==> src/include/seq_pkg.sv <==
// Shared constants, types and helpers for the start-up and soft-start sequencer.
//
// Behaviour
// - On power-up run memory check, then strap sampling, then enter ready.
// - The memory check lasts roughly five to ten milliseconds.
// - Ignore enable and bus traffic during memory check and strap sampling.
// - Load previously stored user settings during the memory check.
// - After the memory step sample every strap and apply its settings.
// - A Restore command repeats the memory check.
// - Accept bus commands and act on enable only once initialisation ends.
// - Wait at least 2 ms after enable; shorter delays become 2 ms.
// - Delays above 2 ms are waited in full from the enable; a 255 ms delay in normal mode wraps to no wait.
// - After the delay, ramp the output over the selected ramp time.
// - Enable held high from power-up still waits for initialisation.
// - Delay timing starts at enable and ends when the delay has elapsed.
// - Precise delay timing applies only when its configuration bit is set.
// - The output ramp counts up and steps backward only when a target lowered mid-ramp pulls the reference down.
// - Two three-level delay straps select 0 to 200 ms.
// - With 0 or 1 ms selected, ramp starts after the 2 ms minimum wait from enable.
// - Alternate trim mode maps the coarse trim resistor to a target voltage.
// - Ramp strap LOW, OPEN, HIGH selects 0, 5 or 10 ms.
// - Strap values are taken only at start-up or Restore and then held.
package seq_pkg;

   // ---------------------------------------------------------------
   // Timing
   // ---------------------------------------------------------------
   localparam int unsigned CLK_HZ = 125_000_000;
   localparam int unsigned MS_PER_S = 1000;
   localparam int unsigned MS_CYCLES = CLK_HZ / MS_PER_S;
   localparam logic [7:0] NVM_CHECK_MS = 8'h05;
   localparam logic [7:0] PRE_RAMP_MIN_MS = 8'h02;

   // ---------------------------------------------------------------
   // Register map (byte addresses) and fields
   // ---------------------------------------------------------------
   localparam logic [7:0] ADDR_CTRL = 8'h00;
   localparam logic [7:0] ADDR_DELAY = 8'h04;
   localparam logic [7:0] ADDR_RAMP = 8'h08;
   localparam logic [7:0] ADDR_TARGET = 8'h0C;
   localparam logic [7:0] ADDR_STATUS = 8'h10;
   localparam int CTRL_RESTORE = 0;
   localparam int CTRL_PRECISE = 1;
   localparam int CTRL_DLY_BUS = 2;
   localparam int CTRL_RAMP_BUS = 3;
   localparam int STAT_VOUT_LSB = 16;
   localparam logic [12:0] TARGET_RST_MV = 13'h0_3E8;

   // ---------------------------------------------------------------
   // Three-level strap codes
   // ---------------------------------------------------------------
   localparam logic [1:0] STRAP_LOW = 2'h0;
   localparam logic [1:0] STRAP_OPEN = 2'h1;
   localparam logic [1:0] STRAP_HIGH = 2'h2;
   localparam logic [7:0] RAMP_LOW_MS = 8'h00;
   localparam logic [7:0] RAMP_OPEN_MS = 8'h05;
   localparam logic [7:0] RAMP_HIGH_MS = 8'h0A;

   // Delay table, row = high digit, column = low digit.
   localparam logic [7:0] DLY_TABLE [9] = '{
      8'h00, 8'h01, 8'h02, 8'h05, 8'h0A, 8'h14, 8'h32, 8'h64, 8'hC8};

   // ---------------------------------------------------------------
   // Types
   // ---------------------------------------------------------------
   typedef enum logic [2:0] {
      ST_CHECK, ST_PINS, ST_READY, ST_DELAY, ST_RAMP, ST_ON
   } seq_state_e;

   typedef struct packed {
      logic [1:0] delay_strap_high_digit;
      logic [1:0] delay_strap_low_digit;
      logic [1:0] ramp_strap;
      logic alliance_trim_mapping;
      logic [4:0] coarse_trim_resistor;
   } strap_s;

   typedef struct packed {
      logic stored;
      logic [7:0] delay_ms;
      logic [7:0] ramp_ms;
      logic [12:0] target_mv;
   } nvm_s;

   // Strap level to table index; an illegal code reads as HIGH.
   function automatic logic [3:0] strap_idx(input logic [1:0] lvl);
      return (lvl == STRAP_LOW) ? 4'h0 : (lvl == STRAP_OPEN) ? 4'h1 : 4'h2;
   endfunction : strap_idx

   function automatic logic [7:0] dly_decode(input logic [1:0] hi, input logic [1:0] lo);
      logic [3:0] idx;
      idx = 4'((strap_idx(hi) * 4'h3) + strap_idx(lo));
      return DLY_TABLE[idx];
   endfunction : dly_decode

   function automatic logic [7:0] ramp_decode(input logic [1:0] lvl);
      return (lvl == STRAP_LOW) ? RAMP_LOW_MS :
             (lvl == STRAP_OPEN) ? RAMP_OPEN_MS : RAMP_HIGH_MS;
   endfunction : ramp_decode

endpackage : seq_pkg

==> src/hw/trim_target_rom.sv <==
// Lookup memory from coarse trim resistor index to output target in millivolts.
module trim_target_rom (
   input wire logic clk,
   input wire logic rst_b,
   input wire logic [4:0] addr,
   output logic [12:0] data_q
);

   // ---------------------------------------------------------------
   // Table, ordered from the largest resistor to the smallest
   // ---------------------------------------------------------------
   logic [12:0] rom_d;

   // Unused indices clamp to the highest target so a bad strap is obvious.
   always_comb begin
      case (addr)
         5'h00: rom_d = 13'h0_2BC;
         5'h01: rom_d = 13'h0_2F0;
         5'h02: rom_d = 13'h0_2F6;
         5'h03: rom_d = 13'h0_2FD;
         5'h04: rom_d = 13'h0_304;
         5'h05: rom_d = 13'h0_316;
         5'h06: rom_d = 13'h0_320;
         5'h07: rom_d = 13'h0_335;
         5'h08: rom_d = 13'h0_342;
         5'h09: rom_d = 13'h0_350;
         5'h0A: rom_d = 13'h0_370;
         5'h0B: rom_d = 13'h0_383;
         5'h0C: rom_d = 13'h0_397;
         5'h0D: rom_d = 13'h0_3C5;
         5'h0E: rom_d = 13'h0_3DF;
         5'h0F: rom_d = 13'h0_3E8;
         5'h10: rom_d = 13'h0_44C;
         5'h11: rom_d = 13'h0_486;
         5'h12: rom_d = 13'h0_4B0;
         5'h13: rom_d = 13'h0_4E2;
         5'h14: rom_d = 13'h0_5DC;
         5'h15: rom_d = 13'h0_685;
         5'h16: rom_d = 13'h0_708;
         5'h17: rom_d = 13'h0_8F7;
         5'h18: rom_d = 13'h0_9CA;
         5'h19: rom_d = 13'h0_CE4;
         default: rom_d = 13'h1_388;
      endcase
   end

   // Registered read port.
   always_ff @(posedge clk or negedge rst_b) begin
      if (!rst_b) begin
         data_q <= 13'h0_000;
      end else begin
         data_q <= rom_d;
      end
   end

endmodule : trim_target_rom

==> src/hw/startup_softstart_sequencer.sv <==
// Power-up, memory check, strap sampling, pre-ramp delay and soft-start ramp.
module startup_softstart_sequencer #(
   parameter int unsigned CYC_PER_MS = seq_pkg::MS_CYCLES
) (
   input wire logic REF_CLK,
   input wire logic RST_B,
   input wire logic EN,
   input wire seq_pkg::strap_s STRAPS,
   input wire seq_pkg::nvm_s NVM,
   input wire logic PSEL,
   input wire logic PENABLE,
   input wire logic PWRITE,
   input wire logic [7:0] PADDR,
   input wire logic [31:0] PWDATA,
   output logic [31:0] PRDATA,
   output logic PREADY,
   output logic PSLVERR,
   output logic READY,
   output logic RAMPING,
   output logic OUTPUT_ON,
   output logic [12:0] VOUT_REF_MV
);
   import seq_pkg::*;

   localparam int PRE_W = $clog2(CYC_PER_MS);

   seq_state_e state_q;
   logic [PRE_W-1:0] pre_q;
   logic ms_tick_q;
   logic [7:0] ms_cnt_q;
   logic [7:0] dly_goal_q;
   logic precise_q;
   logic dly_bus_q;
   logic ramp_bus_q;
   logic [7:0] bus_dly_q;
   logic [7:0] bus_ramp_q;
   logic [12:0] bus_target_q;
   logic [7:0] pin_dly_q;
   logic [7:0] pin_ramp_q;
   logic pin_alt_q;
   logic [12:0] pin_target_q;
   logic [12:0] rom_data;
   logic [15:0] err_q;
   logic [12:0] vout_q;
   logic pready_q;
   logic pslverr_q;
   logic [31:0] prdata_q;
   logic busy;
   logic access;
   logic wr_ok;
   logic restore;
   logic start;
   logic [7:0] dly_cfg;
   logic [7:0] ramp_cfg;
   logic [12:0] target;
   logic [7:0] dly_wait;
   logic addr_hit;

   // ---------------------------------------------------------------
   // Configuration selection
   // ---------------------------------------------------------------

   // Bus or stored settings override the strap delay and ramp when selected.
   assign dly_cfg = dly_bus_q ? bus_dly_q : pin_dly_q;
   assign ramp_cfg = ramp_bus_q ? bus_ramp_q : pin_ramp_q;
   assign target = pin_alt_q ? pin_target_q : bus_target_q;
   // Short settings are raised to the floor.
   assign dly_wait = (dly_cfg < PRE_RAMP_MIN_MS) ? PRE_RAMP_MIN_MS : dly_cfg;

   // Busy covers the memory check and strap sampling steps.
   assign busy = (state_q == ST_CHECK) || (state_q == ST_PINS);
   // Enable acts only from ready, so an early enable leaves no trace.
   assign start = (state_q == ST_READY) && EN;

   // ---------------------------------------------------------------
   // APB decode
   // ---------------------------------------------------------------

   // An access phase is answered one cycle after it starts.
   assign access = PSEL && PENABLE && !pready_q;
   assign addr_hit = (PADDR == ADDR_CTRL) || (PADDR == ADDR_DELAY) ||
                     (PADDR == ADDR_RAMP) || (PADDR == ADDR_TARGET) ||
                     (PADDR == ADDR_STATUS);
   // A write lands at the edge that samples the answer, and only if it was not refused.
   assign wr_ok = PSEL && PENABLE && pready_q && !pslverr_q && PWRITE && !busy;
   assign restore = wr_ok && (PADDR == ADDR_CTRL) && PWDATA[CTRL_RESTORE];

   // ---------------------------------------------------------------
   // Millisecond timebase
   // ---------------------------------------------------------------

   // In precise mode the prescaler restarts at enable, so the delay is exact
   // instead of carrying up to one millisecond of phase uncertainty.
   always_ff @(posedge REF_CLK or negedge RST_B) begin
      if (!RST_B) begin
         pre_q <= '0;
      end else if ((start && precise_q) || (pre_q == PRE_W'(CYC_PER_MS - 1))) begin
         pre_q <= '0;
      end else begin
         pre_q <= pre_q + 1'b1;
      end
   end

   // One-cycle tick at the end of each millisecond.
   always_ff @(posedge REF_CLK or negedge RST_B) begin
      if (!RST_B) begin
         ms_tick_q <= 1'b0;
      end else begin
         ms_tick_q <= (pre_q == PRE_W'(CYC_PER_MS - 1)) && !(start && precise_q);
      end
   end

   // Milliseconds spent in the current step, cleared on Restore, at enable and during strap sampling.
   always_ff @(posedge REF_CLK or negedge RST_B) begin
      if (!RST_B) begin
         ms_cnt_q <= '0;
      end else if (restore || start || (state_q == ST_PINS)) begin
         ms_cnt_q <= '0;
      end else if (ms_tick_q && (ms_cnt_q != 8'hFF)) begin
         ms_cnt_q <= ms_cnt_q + 1'b1;
      end
   end

   // Delay goal latched at enable; normal mode adds one tick to cover the
   // partial first millisecond; the wait is never short except at 255 ms, where the goal wraps to 0.
   always_ff @(posedge REF_CLK or negedge RST_B) begin
      if (!RST_B) begin
         dly_goal_q <= PRE_RAMP_MIN_MS;
      end else if (start) begin
         dly_goal_q <= precise_q ? dly_wait : 8'(dly_wait + 1'b1);
      end
   end

   // ---------------------------------------------------------------
   // Sequence state
   // ---------------------------------------------------------------

   // Restore restarts the memory check from any ready-side state.
   always_ff @(posedge REF_CLK or negedge RST_B) begin
      if (!RST_B) begin
         state_q <= ST_CHECK;
      end else if (restore) begin
         state_q <= ST_CHECK;
      end else begin
         case (state_q)
            ST_CHECK: begin
               if (ms_tick_q && (ms_cnt_q >= NVM_CHECK_MS)) begin
                  state_q <= ST_PINS;
               end
            end
            ST_PINS: state_q <= ST_READY;
            ST_READY: begin
               if (EN) begin
                  state_q <= ST_DELAY;
               end
            end
            ST_DELAY: begin
               if (!EN) begin
                  state_q <= ST_READY;
               end else if (ms_cnt_q >= dly_goal_q) begin
                  state_q <= ST_RAMP;
               end
            end
            ST_RAMP: begin
               if (!EN) begin
                  state_q <= ST_READY;
               end else if ((ramp_cfg == RAMP_LOW_MS) || (vout_q >= target)) begin
                  state_q <= ST_ON;
               end
            end
            ST_ON: begin
               if (!EN) begin
                  state_q <= ST_READY;
               end
            end
            default: state_q <= ST_CHECK;
         endcase
      end
   end

   // ---------------------------------------------------------------
   // Strap capture
   // ---------------------------------------------------------------

   trim_target_rom u_rom (
      .clk (REF_CLK),
      .rst_b (RST_B),
      .addr (STRAPS.coarse_trim_resistor),
      .data_q (rom_data)
   );

   // Straps are read once per start-up or Restore and then held, so a
   // resistor changed later has no effect.
   always_ff @(posedge REF_CLK or negedge RST_B) begin
      if (!RST_B) begin
         pin_dly_q <= '0;
         pin_ramp_q <= '0;
         pin_alt_q <= 1'b0;
         pin_target_q <= '0;
      end else if (state_q == ST_PINS) begin
         pin_dly_q <= dly_decode(STRAPS.delay_strap_high_digit,
                                 STRAPS.delay_strap_low_digit);
         pin_ramp_q <= ramp_decode(STRAPS.ramp_strap);
         pin_alt_q <= STRAPS.alliance_trim_mapping;
         pin_target_q <= rom_data;
      end
   end

   // ---------------------------------------------------------------
   // Software settings
   // ---------------------------------------------------------------

   // Stored settings are loaded at the end of the check; bus writes are
   // impossible then, so the two never collide.
   always_ff @(posedge REF_CLK or negedge RST_B) begin
      if (!RST_B) begin
         precise_q <= 1'b0;
         dly_bus_q <= 1'b0;
         ramp_bus_q <= 1'b0;
         bus_dly_q <= '0;
         bus_ramp_q <= '0;
         bus_target_q <= TARGET_RST_MV;
      end else if ((state_q == ST_CHECK) && ms_tick_q &&
                   (ms_cnt_q >= NVM_CHECK_MS) && NVM.stored) begin
         dly_bus_q <= 1'b1;
         ramp_bus_q <= 1'b1;
         bus_dly_q <= NVM.delay_ms;
         bus_ramp_q <= NVM.ramp_ms;
         bus_target_q <= NVM.target_mv;
      end else if (wr_ok) begin
         case (PADDR)
            ADDR_CTRL: begin
               precise_q <= PWDATA[CTRL_PRECISE];
               dly_bus_q <= PWDATA[CTRL_DLY_BUS];
               ramp_bus_q <= PWDATA[CTRL_RAMP_BUS];
            end
            ADDR_DELAY: bus_dly_q <= PWDATA[7:0];
            ADDR_RAMP: bus_ramp_q <= PWDATA[7:0];
            ADDR_TARGET: bus_target_q <= PWDATA[12:0];
            default: bus_dly_q <= bus_dly_q;
         endcase
      end
   end

   // ---------------------------------------------------------------
   // Soft-start ramp
   // ---------------------------------------------------------------

   // Error accumulator: each millisecond adds the target, each step of one
   // millivolt removes the ramp length, so the slope is target over ramp.
   always_ff @(posedge REF_CLK or negedge RST_B) begin
      if (!RST_B) begin
         err_q <= '0;
      end else if (state_q != ST_RAMP) begin
         err_q <= '0;
      end else if (err_q >= {8'h00, ramp_cfg}) begin
         err_q <= err_q - {8'h00, ramp_cfg};
      end else if (ms_tick_q) begin
         err_q <= err_q + {3'h0, target};
      end
   end

   // The reference counts up during the ramp and is clamped at the target, so it
   // cannot overshoot; it steps back only if the target is lowered mid-ramp.
   always_ff @(posedge REF_CLK or negedge RST_B) begin
      if (!RST_B) begin
         vout_q <= '0;
      end else begin
         case (state_q)
            ST_RAMP: begin
               if ((ramp_cfg == RAMP_LOW_MS) || (vout_q >= target)) begin
                  vout_q <= target;
               end else if ((err_q >= {8'h00, ramp_cfg}) && !restore) begin
                  vout_q <= vout_q + 1'b1;
               end
            end
            ST_ON: vout_q <= restore ? '0 : target;
            default: vout_q <= '0;
         endcase
      end
   end

   // ---------------------------------------------------------------
   // APB response
   // ---------------------------------------------------------------

   // Unmapped addresses and any access during initialisation get an error.
   always_ff @(posedge REF_CLK or negedge RST_B) begin
      if (!RST_B) begin
         pready_q <= 1'b0;
         pslverr_q <= 1'b0;
      end else begin
         pready_q <= access;
         pslverr_q <= access && (busy || !addr_hit);
      end
   end

   // Read data; restore reads back as zero since it is a pulse.
   always_ff @(posedge REF_CLK or negedge RST_B) begin
      if (!RST_B) begin
         prdata_q <= '0;
      end else if (access && !PWRITE && !busy) begin
         case (PADDR)
            ADDR_CTRL: prdata_q <= {28'h000_0000, ramp_bus_q, dly_bus_q, precise_q, 1'b0};
            ADDR_DELAY: prdata_q <= {24'h00_0000, bus_dly_q};
            ADDR_RAMP: prdata_q <= {24'h00_0000, bus_ramp_q};
            ADDR_TARGET: prdata_q <= {19'h0_0000, target};
            ADDR_STATUS: prdata_q <= {3'h0, vout_q, 13'h0_000, state_q};
            default: prdata_q <= '0;
         endcase
      end else begin
         prdata_q <= '0;
      end
   end

   // ---------------------------------------------------------------
   // Status outputs
   // ---------------------------------------------------------------

   // Status flags are registered copies of the current state decode.
   always_ff @(posedge REF_CLK or negedge RST_B) begin
      if (!RST_B) begin
         READY <= 1'b0;
         RAMPING <= 1'b0;
         OUTPUT_ON <= 1'b0;
      end else begin
         READY <= !busy;
         RAMPING <= (state_q == ST_RAMP);
         OUTPUT_ON <= (state_q == ST_ON);
      end
   end

   assign PREADY = pready_q;
   assign PSLVERR = pslverr_q;
   assign PRDATA = prdata_q;
   assign VOUT_REF_MV = vout_q;

endmodule : startup_softstart_sequencer

==> config.mk <==
export PLATFORM = sky130hd
export DESIGN_NAME = startup_softstart_sequencer
export DESIGN_NICKNAME = d
export VERILOG_FILES = /design/src/include/seq_pkg.sv /design/src/hw/trim_target_rom.sv /design/src/hw/startup_softstart_sequencer.sv
export SDC_FILE = /design/constraint.sdc
export NUM_CORES = 1
export LEC_CHECK = 0
export ABC_AREA = 1
export BUFFER_PORTS_ARGS = -buffer_cell sky130_fd_sc_hd__buf_2
export CAP_MARGIN = 20
export CORE_MARGIN = 1.5
export CORE_UTILIZATION = 55
export CTS_CLUSTER_DIAMETER = 150
export DETAILED_ROUTE_END_ITERATION = 7
export PLACE_DENSITY_LB_ADDON = 0.3
export SLEW_MARGIN = 0
export SYNTH_ARGS = -nofsm -noshare
export SYNTH_HDL_FRONTEND = slang
export SYNTH_SLANG_ARGS = --single-unit
==> constraint.sdc <==
create_clock -name REF_CLK -period 6.5 [get_ports REF_CLK]
set_input_delay 1.3 -clock REF_CLK [delete_from_list [all_inputs] [get_ports REF_CLK]]
set_output_delay 1.3 -clock REF_CLK [all_outputs]
set_load 0.02 [all_outputs]
; ---- After elaboration in Yosys (flattened, before gate mapping)
; Memory sizes are Yosys's and may differ from the RTL's. A register that Yosys moved wholly into a read port is not among the register bits.
; Index checks and enable logic that the tools add are counted.
; W data, S select, Z words.
[totals]
register_bits = 154
romBits = 544
inputBits = 88
out_inout_bits = 50
wordCells = 165
memories = 2
[memory_table]
columns = name, words, word_bits, rd, rd_ports_with_merged_regs, write_ports, line
row1 = (name not given), 32, 13, 1, 1, 0, trim_target_rom.sv:16  ; case (addr)
row2 = (name not given), 16, 8, 1, 1, 0, seq_pkg.sv:93  ; return DLY_TABLE[idx];
[classes]
n_addsub = 7
multipliers = 1
order_cmp = 5
eq_ne = 21
mux = 47
bitwise = 2
n_reduce_logical = 58
[ops]
columns = op, count
row1 = $pmux W29 S5, 1
row2 = $mux W8, 12
row3 = $mux W13, 7
row4 = $mux W16, 3
row5 = $mux W29, 1
row6 = $pmux W13 S2, 1
row7 = $mux W3, 8
row8 = $logic_and A1 B1 Y1, 20
row9 = $pmux W3 S6, 1
row10 = $add A17 B1 Y17 const B, 1
row11 = $eq A17 B17 Y1 const B, 1
row12 = $mux W17, 1
row13 = $add A16 B13 Y16, 1
row14 = $add A8 B1 Y8 const B, 2
row15 = $eq A8 B4 Y1 const B, 2
row16 = $ge A16 B8 Y1, 1
row17 = $logic_not A8 Y1, 2
row18 = $sub A16 B8 Y16, 1
row19 = $ne A3 B3 Y1 const B, 5
row20 = $add A13 B1 Y13 const B, 1
row21 = $ge A13 B13 Y1, 1
row22 = $reduce_bool A2 Y1, 6
row23 = $logic_or A1 B1 Y1, 10
row24 = $logic_not A1 Y1, 9
row25 = other kinds (24), 43

; ---- Depth between registers and ports, before layout
; Gate-level depths: netlist (run 1).
[depth]
word_depth = 12
depth_mapped = 21
ltp_nobuf = 18

; ---- By module
; From an unflattened synthesis (run 1), not the netlist that was laid out.
[hier_totals]
hier_cells = 1406
area_unflattened_um2 = 10478.8
[by_module_without_submodules]
columns = module, instances, cells_per_inst, area_each_um2, seq_area_each_um2
row1 = startup_softstart_sequencer, 1, 1288, 9610.5, 3837.4
row2 = trim_target_rom, 1, 118, 868.3, 325.3

; ---- Least setup slack after synthesis (run 1)
; OpenSTA, ideal clock, no wires.
[synth_path]
path_kind = input port to flip-flop
startpoint = in STRAPS[10] in the netlist's numbering
endpoint = reg pin_dly_q[2]
setup_ns = 0.127
arrival_time_ns = 2.978
required_time_ns = 6.373
path_slack_ns = 3.394
path_stages = 8
n_path_buf = 1
cell_sequence = or2_2 ha_1 ha_1 fa_1 buf_1 nand2_1 o21ai_0 o21ai_0
[synth_between]
elab_chain_cells = 6
elab_cells_between_ends = 7
classes_between = add/sub (1) / mul (1) / eq/ne (1) / mux (2) / bitwise (1) / reduce/logical (1)
[synth_rtl]
columns = item, line
row1 = from (decl), startup_softstart_sequencer.sv:8  ; input wire seq_pkg::strap_s STRAPS,
row2 = $eq A2 B1 Y1, seq_pkg.sv:87  ; return (lvl == STRAP_LOW) ? 4'h0 : (lvl == STRAP_OPEN) ? 4'h1 : 4'h2;
row3 = $mux W2, seq_pkg.sv:87
row4 = $mux W2 *, seq_pkg.sv:87
row5 = $mul A2 B2 Y4 *, seq_pkg.sv:92  ; idx = 4'((strap_idx(hi) * 4'h3) + strap_idx(lo));
row6 = $add A4 B2 Y4 *, seq_pkg.sv:92
row7 = $not A4 Y5 (implied by the code) *, seq_pkg.sv:93
row8 = to (decl), startup_softstart_sequencer.sv:38  ; logic [7:0] pin_dly_q;
; Mark *: on every way between the ends. The rest lies on a longest branch, timed or not.
; A chain may end at the register's enable or synchronous reset.

; ---- Worst setup path after layout (run 1)
[layout_path]
startpoint = reg pin_alt_q
endpoint = reg vout_q[3] (netlist: VOUT_REF_MV[3])
[layout_between]
elab_chain_cells = 5
elab_cells_between_ends = 7
classes_between = order compare (1) / eq/ne (1) / mux (4) / reduce/logical (1)
[layout_rtl]
columns = item, line
row1 = from (decl), startup_softstart_sequencer.sv:40  ; logic pin_alt_q;
row2 = from (signal assigned), startup_softstart_sequencer.sv:204  ; pin_alt_q <= STRAPS.alliance_trim_mapping;
row3 = $mux W13 *, startup_softstart_sequencer.sv:66  ; assign target = pin_alt_q ? pin_target_q : bus_target_q;
row4 = $ge A13 B13 Y1, startup_softstart_sequencer.sv:271  ; if ((ramp_cfg == RAMP_LOW_MS) || (vout_q >= target)) begin
row5 = $logic_or A1 B1 Y1, startup_softstart_sequencer.sv:271
row6 = $mux W13, startup_softstart_sequencer.sv:271
row7 = $pmux W13 S2, startup_softstart_sequencer.sv:269  ; case (state_q)
row8 = to (signal assigned), startup_softstart_sequencer.sv:272  ; vout_q <= target;
row9 = to (signal assigned), startup_softstart_sequencer.sv:274  ; vout_q <= vout_q + 1'b1;
row10 = to (signal assigned), startup_softstart_sequencer.sv:277  ; ST_ON: vout_q <= restore ? '0 : target;
row11 = to (decl), startup_softstart_sequencer.sv:44  ; logic [12:0] vout_q;
; Marks and branches as above.

==> results of run 1 <==
## synthesized netlist by cell type (all sizes together), types with 3 or more instances
| library cell | instances |
|---|---|
| fa | 3 |
| clkinv | 3 |
| inv | 193 |
| ha | 61 |
| nand3 | 65 |
| or2 | 6 |
| dfstp | 7 |
| a21o | 4 |
| clkbuf | 16 |
| o21ai | 89 |
| xor2 | 20 |
| o211ai | 27 |
| nor3 | 43 |
| a31oi | 12 |
| nand3b | 5 |
| nor3b | 5 |
| o21bai | 4 |
| a21oi | 48 |
| nand4 | 24 |
| xnor2 | 7 |
| o22ai | 7 |
| nor4 | 4 |
| buf | 24 |
| nand2 | 455 |
| nor2 | 125 |
| dfrtp | 159 |
## routing by layer
metal,up-vias,track usage (%)
met5,-,0
li1,4830,-
met1,4527,38.4
met2,351,45.5
met4,0,10.8
met3,53,5.43
## path summary, 6_finish.rpt
kind | from | endpoint | slack [ps] | cells after the start
worst max-delay path | pin_alt_q$_DFFE_PN0P_ | VOUT_REF_MV[3]$_DFFE_PN0P_ | 3060 | 13
worst min-delay path | u_rom.data_q[9]$_DFF_PN0_ | pin_target_q[9]$_DFFE_PN0P_ | 450 | 2
worst max register to register | pin_alt_q$_DFFE_PN0P_ | VOUT_REF_MV[3]$_DFFE_PN0P_ | 3060 | 13
worst min register to register | u_rom.data_q[9]$_DFF_PN0_ | pin_target_q[9]$_DFFE_PN0P_ | 450 | 2
max in group asynchronous | RST_B | pin_dly_q[3]$_DFFE_PN0P_ | 4230 | 2
min in group asynchronous | RST_B | VOUT_REF_MV[11]$_DFFE_PN0P_ | 1020 | 1
## placed cells by master (no fill, tap or decap), drive strengths merged, types with 10 or more instances in the layout
master and instances:
a31oi 12, nand2 455, nor2 125, xor2 20
clkbuf 19, inv 196, nor3 43, nand3 65
o21ai 89, dfrtp 159, o211ai 27, a21oi 48
clkinv 10, buf 118, nand4 24, ha 61
## power by group through the flow
stage | sequential (mW) | combinational [mW] | clock (mW)
floorplan | 1.25 | 0.751 | 0
global placement | 1.27 | 1.02 | 0
detailed placement | 1.28 | 1.04 | 0
CTS | 1.26 | 1.05 | 1.04
global route | 1.28 | 1.21 | 1.08
finish | 1.26 | 1.06 | 1.03
## through the flow
stage	std cells	hold WS (ps)	power, mW	area (sq um)
global placement	1753	434	2.29	11300
CTS	1785	456	3.35	11900
floorplan	1441	425	2.00	10600
detailed placement	1753	441	2.32	11300
finish	1785	454	3.35	11900
global route	1785	476	3.56	11900
## registers in the layout, summed over array words and instances, names as in the netlist, 2 cells and up
register / flops
u_rom.data_q: 13
pin_ramp_q: 2
VOUT_REF_MV: 13
bus_target_q: 13
PRDATA: 26
ms_cnt_q: 8
pre_q: 17
bus_dly_q: 8
dly_goal_q: 8
pin_target_q: 13
state_q: 3
pin_dly_q: 8
err_q: 16
bus_ramp_q: 8
## cell type report
type / count / area share, %
Clock buffer: 19 / 3.82
Clock inverter: 13 / 1.23
Inverter: 196 / 6.21
Multi-Input combinational cell: 1039 / 46.0
Sequential cell: 166 / 35.1
Tap cell: 234 / 2.47
Timing Repair Buffer: 118 / 5.16
## kinds of logic after synthesis
kind of cell | Yosys count
other cells | 1
mux | 1
flops | 166
buf+inv | 236
simple gates | 735
fa+ha+maj | 64
compound gates | 206
xor+xnor | 27
## worst min-delay path, stage by stage (launching register included)
cell and delay (ps):
dfrtp_1 320, nand2_1 40, o21ai_0 50
==> results.ini, run 1 <==
[run_status]
status=finished, final reports clean

[routing]
num_vias=9761
met2_length_mm=12.5
m1WireLength_mm=12.2
wl_per_cell_microns=15.4
firstDrtPassIters=5
drt-vias-per-instance=5.47
wl_mm=27.6
ant_nets=0
dr_wl_met3_mm=2.06
route.detailed.drc=0
topRoutingLayerUsed=met4
drt_iter0_drc=777

[clock_network]
cts-root-buf=clkbuf_16
cts-buffers-inserted=17
htree_levels=4
cts_setup_buffers=0
clk_pin_slew_ps=70
cts_resized=0
clock_path_buffers=2
clk_latency_ps=440
hold_buffers=0
tritoncts=yes
cts_sinks=166

[synthesis]
ys_ff_latch=166
ys_seq_area_share_pct=39.5
synth_compound_area_share_pct=11.5
synth_top_family_by_area=simple AND/OR/NAND/NOR gates
synth_area_leaders=dfrtp_1, nand2_1, ha_1
ys_types=57
yosys_warnings=0
synth_top_area_cell=dfrtp_1
netlist_area_sq_um=10500
ys_async_sr_fraction_pct=100
synthSimpleGateAreaFrac_pct=29.8
synthXorXnorAreaFrac_pct=2.24
syn_inst=1436
synth-edff-count=0
synth.avg_cell_area_sq_um=7.35
synth_top_cell_area_share_pct=37.7
synth_adder_area_share_pct=7.80
muxShareOfSynthArea_pct=0.107
synth_flop_cell=dfrtp_1

[cells_and_area]
multi_input_area_sq_um=5450
utilization_pct=63.2
seq_area_sq_um=4160
fin_nets=1690
fill_cells=1659
diodes=0
drive_gt1_share_pct=13.1
area_growth_pct=12.4

[timing]
period_share_pct=53.0
rsz0062_at_grt=false
setup_ws_ps=3060
hold_viol=0
finClkSkew_ps=8.00
maxSlewViolCount=0
finalSetupTns_ps=0
worst_pin_slew_ps=976
period_needed_ps=3440
maxSlewHeadroom_pct=34.9
max_freq_mhz=290
setup_viol=0

[die]
io_pins=138
die_y_microns=141
die_w_microns=141
dieArea_sq_um=20000
core_sq_um=18800
initial_core_util_pct=56.2
rows=50

[critical_path]
crit_top_cell=nand2_1
critPathBufInv=0
worst_path_max_delay_cell=o21ai_0
cp.arrival_ps=3820
crit_chain=o21ai_0 -> ha_1 -> nand2_1 -> nand2_1 -> nand3_1 -> nand2_1 -> a21oi_1 -> nand4_1 -> nor2_1 -> nand3_1 -> nand2_1 -> nand2_1 -> nand2_1
path_class=reg2reg
required_ps=6880
crit_fanout=26
cp-start-kind=flop
crit_family=simple AND/OR/NAND/NOR gates
worst_setup_path_end_kind=flop
cpPeakStageDelay_ps=730

[power]
vdd_drop_max_v=0.000196
combPwrFrac_pct=31.6
switchingPower_mw=1.27
seqPwrFrac_pct=37.6
p_int_mw=2.09
power.density_nw_per_um2=283
p_leak_nw=6.32
p_clk_share_pct=30.7
netSwitchingFraction_pct=37.8

[place]
pre_cts_slack_ps=3170
gp_congestion=0.935
dp_hpwl_mm=20.9
port_buffers=112

[worst_hold_path]
hold_path.class=reg2reg

[grt]
antenna_found_initial=0
grt-ovfl-total=0
grt_pass1_wl_mm=44.8
grt_max_degree=112
grt_util_all_layers_pct=28.4
grt_pass1_vias=9187

[run]
cap_violations=0

(Power assumes the default switching activity.)
==> inputs of run 2 (changes only) <==
Clock period 6.5 ns to 3.4 ns, I/O delays scaled along.
==> run 2 against run 1 <==
Against the previous run:
- non-clock buffer count rose by 14
- critical path depth rose by 5
- first-iteration DRC count fell by 11%
- flip-flop and latch count did not move
- via count barely moved
- core utilization rose by 0.43 points
- routed wire length rose by 0.25%
- sequential power rose by 91%
- count of clock-buffer cells in the layout rose by 2
- setup slack got worse by 2600 ps
- global-route usage rose by 0.069 points
- critical path type unchanged
- largest cell class unchanged
- highest routed layer unchanged
==> results.ini, run 2 (synthesized netlist as in run 1, its figures left out) <==
[place]
gp_congestion=0.956
place_area_sq_um=11400
port_buffers=112
dp_hpwl_mm=21.3

[critical_path]
reg2regPathDepth=18
worst_setup_path_end_kind=flop
crit_fanout=11
r2r-start=ramp_bus_q$_DFFE_PN0P_
required_ps=3720
cp-start-kind=flop
cp.arrival_ps=3290
path_class=reg2reg
startpoint=ramp_bus_q$_DFFE_PN0P_

[cells_and_area]
fin_nets=1704
drive_gt1_share_pct=13.8
area_growth_pct=13.1
largest_register_ffs=26
mostFrequentLayoutCells=nand2_1, inv_1, dfrtp_1
diodes=0
stdcell_area_sq_um=11900
final_common_cell=nand2_1

[routing]
num_vias=9769
ant_nets=0
drt-vias-per-instance=5.43
route.detailed.drc=0
wl_mm=27.6
wl_per_cell_microns=15.4
drt_iter0_drc=690
firstDrtPassIters=7

[grt]
grt-ovfl-total=0
grt_util_all_layers_pct=28.5
grt_pass1_vias=9041
grt_max_degree=79
grt_pass1_wl_mm=44.7
antenna_found_initial=0

[clock_network]
htree_levels=4
clock_path_buffers=2
cts_setup_buffers=0
tritoncts=yes
cts-root-buf=clkbuf_16
cts-buffers-inserted=17
clk_latency_ps=440
clk_pin_slew_ps=60
cts_sinks=166

[timing]
max_freq_mhz=337
rsz0062_at_grt=false
finalSetupTns_ps=0
period_needed_ps=2970
finClkSkew_ps=16.2
period_share_pct=87.4
setup_viol=0
maxSlewHeadroom_pct=44.7
hold_viol=0
maxSlewViolCount=0
worst_pin_slew_ps=830

[die]
die_y_microns=141
die_w_microns=141
core_sq_um=18800
dieArea_sq_um=20000
initial_core_util_pct=56.2
rows=50
io_pins=138

[power]
vdd_drop_max_v=0.000405
power.density_nw_per_um2=532
p_leak_nw=6.36

[run]
cap_violations=0

[run_status]
status=finished, final reports clean

[worst_hold_path]
hold_path.class=in2async

[run 2: repair_timing]
item	CTS	global route
endpoints found under the setup margin	0	3
hold buffers	0	0
resized for setup	0	1
[run 2: worst max-delay path, stage by stage (launching register included)]
cell and delay [ps]:
dfrtp_1 490, inv_2 100, nand2_1 80, nand2_1 110, ha_1 170, inv_1 70, fa_1 390, nand2_1 80
inv_1 50, nand2_1 50, nand3b_1 200, nand2_2 160, nand3_2 100, nor2b_1 310, nand2_4 120, nand2_2 100
inv_2 110, o21ai_0 90, nor2_1 60
[run 2: stage by stage]
step	cells	worst slack [ps]	hold WS [ps]	util [%]	total power, mW
after floorplan	1441	899	384	-	3.83
after global placement	1767	426	431	60.6	4.44
after detailed placement	1767	335	443	60.6	4.49
after CTS	1799	312	250	63.6	6.34
after global routing	1799	166	279	63.6	6.76
final	1799	429	226	63.6	6.35
[run 2: report_power, final]
part	switching [mW]	internal (mW)
Clock	0.799	1.05
Sequential	0.191	2.22
Combinational	1.40	0.684
Total	2.39	3.95
[run 2: final cells by class]
cell class	count	area (sq um)
fillers	1702	6830
multi-input cells	1039	5450
flip-flops and latches	166	4160
inverters	196	736
repair buffers	132	729
clock buffers	21	460
well taps	234	293
clock inverters	11	101
[run 2: path summary, 6_finish.rpt]
kind	end	slack, ps
max in group asynchronous	bus_target_q[3]$_DFFE_PN1P_	2340
worst min-delay path	RAMPING$_DFF_PN0_	230
min in group REF_CLK	pin_alt_q$_DFFE_PN0P_	450
worst max register to register	err_q[11]$_DFFE_PN0P_	430
worst max-delay path	err_q[11]$_DFFE_PN0P_	430
worst min register to register	pin_target_q[11]$_DFFE_PN0P_	460
[run 2: layer usage]
metal | vias up | track usage (%) | share of wire (%)
met4 | 0 | 9.82 | 2.2
met1 | 4555 | 39.0 | 45
met2 | 323 | 45.8 | 47
met3 | 39 | 4.89 | 6.5
li1 | 4852 | - | -
met5 | - | 0 | 0
==> inputs of run 3 (changes only) <==
==> constraint.sdc (replaced) <==
create_clock -name REF_CLK -period 3.4 [get_ports REF_CLK]
set_input_delay 0.34 -clock REF_CLK [delete_from_list [all_inputs] [get_ports REF_CLK]]
set_output_delay 0.34 -clock REF_CLK [all_outputs]
set_load 0.02 [all_outputs]
==> run 3 against run 2 <==
Against the previous run:
- routed wire length up 1.3%
- fmax shrank 2.1%
- sequential share of layout area about the same
- sequential power about the same
- via count rose by 0.99%
- final cell count grew 0.17%
- combinational power hardly changed
- count of clock-buffer cells in the layout is 4 lower
- die area is the same
- critical path depth shrank 7
- hold slack lost 110 ps
- critical path type unchanged
- largest power group unchanged
- highest routed layer unchanged
==> results.ini, run 3 (synthesized netlist as in run 1, its figures left out) <==
[timing]
setup_viol=0
worst_pin_slew_ps=936
hold_viol=0
period_share_pct=89.3
period_needed_ps=3040
finalSetupTns_ps=0
rsz0062_at_grt=false
finClkSkew_ps=10.6
maxSlewHeadroom_pct=37.6
hold_slack_ps=116
maxSlewViolCount=0
setup_ws_ps=365
max_freq_mhz=329

[cells_and_area]
finalNonFillerCells=1802
mostFrequentLayoutCells=nand2_1, inv_1, dfrtp_1
area_growth_pct=13.2
fin_nets=1706
drive_gt1_share_pct=14.0
utilization_pct=63.6
stdcell_area_sq_um=11900
final_common_cell=nand2_1
largest_register_ffs=26

[die]
core_sq_um=18800
initial_core_util_pct=56.2
dieArea_sq_um=20000
die_y_microns=141
rows=50
io_pins=138
die_w_microns=141

[power]
combPwrFrac_pct=33.1
p_clk_share_pct=28.8
switchingPower_mw=2.47
fin_total_pwr_mw=6.34
p_leak_nw=6.37
seqPwrFrac_pct=38.1
power.density_nw_per_um2=531
p_int_mw=3.87
netSwitchingFraction_pct=38.9
vdd_drop_max_v=0.000365

[place]
port_buffers=112
dpl.cell_count=1768
place_area_sq_um=11400
gp_congestion=0.948
dp_hpwl_mm=21.8
pre_cts_slack_ps=269

[grt]
grt_use_met1_pct=40.2
grt_max_degree=83
grt.busiest_layer=met2
grt_pass1_wl_mm=45.7
antenna_found_initial=1
grt-ovfl-total=0
grt_pass1_vias=9119
grt_util_met2_pct=46.5
grt_util_all_layers_pct=29.2
grtUsageMet3_pct=5.60

[run]
cap_violations=0

[critical_path]
cp.arrival_ps=3410
worst_setup_path_end_kind=flop
crit_fanout=26
cp-start-kind=flop
required_ps=3780
path_class=reg2reg

[clock_network]
cts-root-buf=clkbuf_16
cts_setup_buffers=0
tritoncts=yes
clock_path_buffers=2
cts-buffers-inserted=17
clk_pin_slew_ps=70
clk_latency_ps=440
htree_levels=4
cts_sinks=166

[routing]
route.detailed.drc=0
num_vias=9866
drt_iter0_drc=919
wl_mm=28.0
drt-vias-per-instance=5.48
ant_nets=0
wl_per_cell_microns=15.5
firstDrtPassIters=5

[worst_hold_path]
hold_path.class=in2reg

[run_status]
status=finished, final reports clean

## run 3: area by class of cell
class,count,area (sq um)
flip-flops and latches,166,4160
multi-input cells,1039,5450
fillers,1687,6830
clock inverters,15,120
clock buffers,17,425
well taps,234,293
inverters,196,736
repair buffers,134,747
diodes,1,2.50
## run 3: final timing paths
kind                                          endpoint                 startpoint  slack, ps  cells after the start
setup / recovery            VOUT_REF_MV[4]$_DFFE_PN0P_      pin_alt_q$_DFFE_PN0P_        360                     11
hold / removal               pin_ramp_q[2]$_DFFE_PN0P_                  STRAPS[6]        120                      2
setup reg to reg            VOUT_REF_MV[4]$_DFFE_PN0P_      pin_alt_q$_DFFE_PN0P_        360                     11
hold reg to reg            pin_target_q[9]$_DFFE_PN0P_  u_rom.data_q[9]$_DFF_PN0_        450                      2
max in group asynchronous  bus_target_q[5]$_DFFE_PN1P_                      RST_B       1900                      3
min in group asynchronous  VOUT_REF_MV[11]$_DFFE_PN0P_                      RST_B        530                      2
## run 3: routing by layer
layer	vias up	part of all wire, %
met2	362	47
met3	45	7.3
met5	-	0
li1	4871	-
met1	4588	44
met4	0	2.2
## run 3: power by group through the flow
stage / clock network [mW] / registers [mW] / logic, mW
2_1_floorplan: 0 / 2.40 / 1.44
3_3_place_gp: 0 / 2.43 / 2.02
3_5_place_dp: 0 / 2.44 / 2.07
4_1_cts: 1.84 / 2.41 / 2.09
5_1_grt: 1.92 / 2.44 / 2.37
6_report: 1.83 / 2.41 / 2.10
## run 3: timing repair
| action | CTS | global route |
|---|---|---|
| setup endpoints to repair | 0 | 12 |
| endpoints found under the hold margin | 63 | 0 |
| hold buffers | 1 | 0 |
| gates resized for setup | 0 | 1 |
## run 3: critical path, cell delays in order, from the launching register on
cell and delay [ps]:
dfrtp_1 820, o21ai_0 400, ha_1 430, a21oi_1 200
nand2_1 80, a21oi_1 110, nand4_1 170, nor2_2 410
nand3_1 140, nand2_1 110, nand2_1 50, nand2_1 50
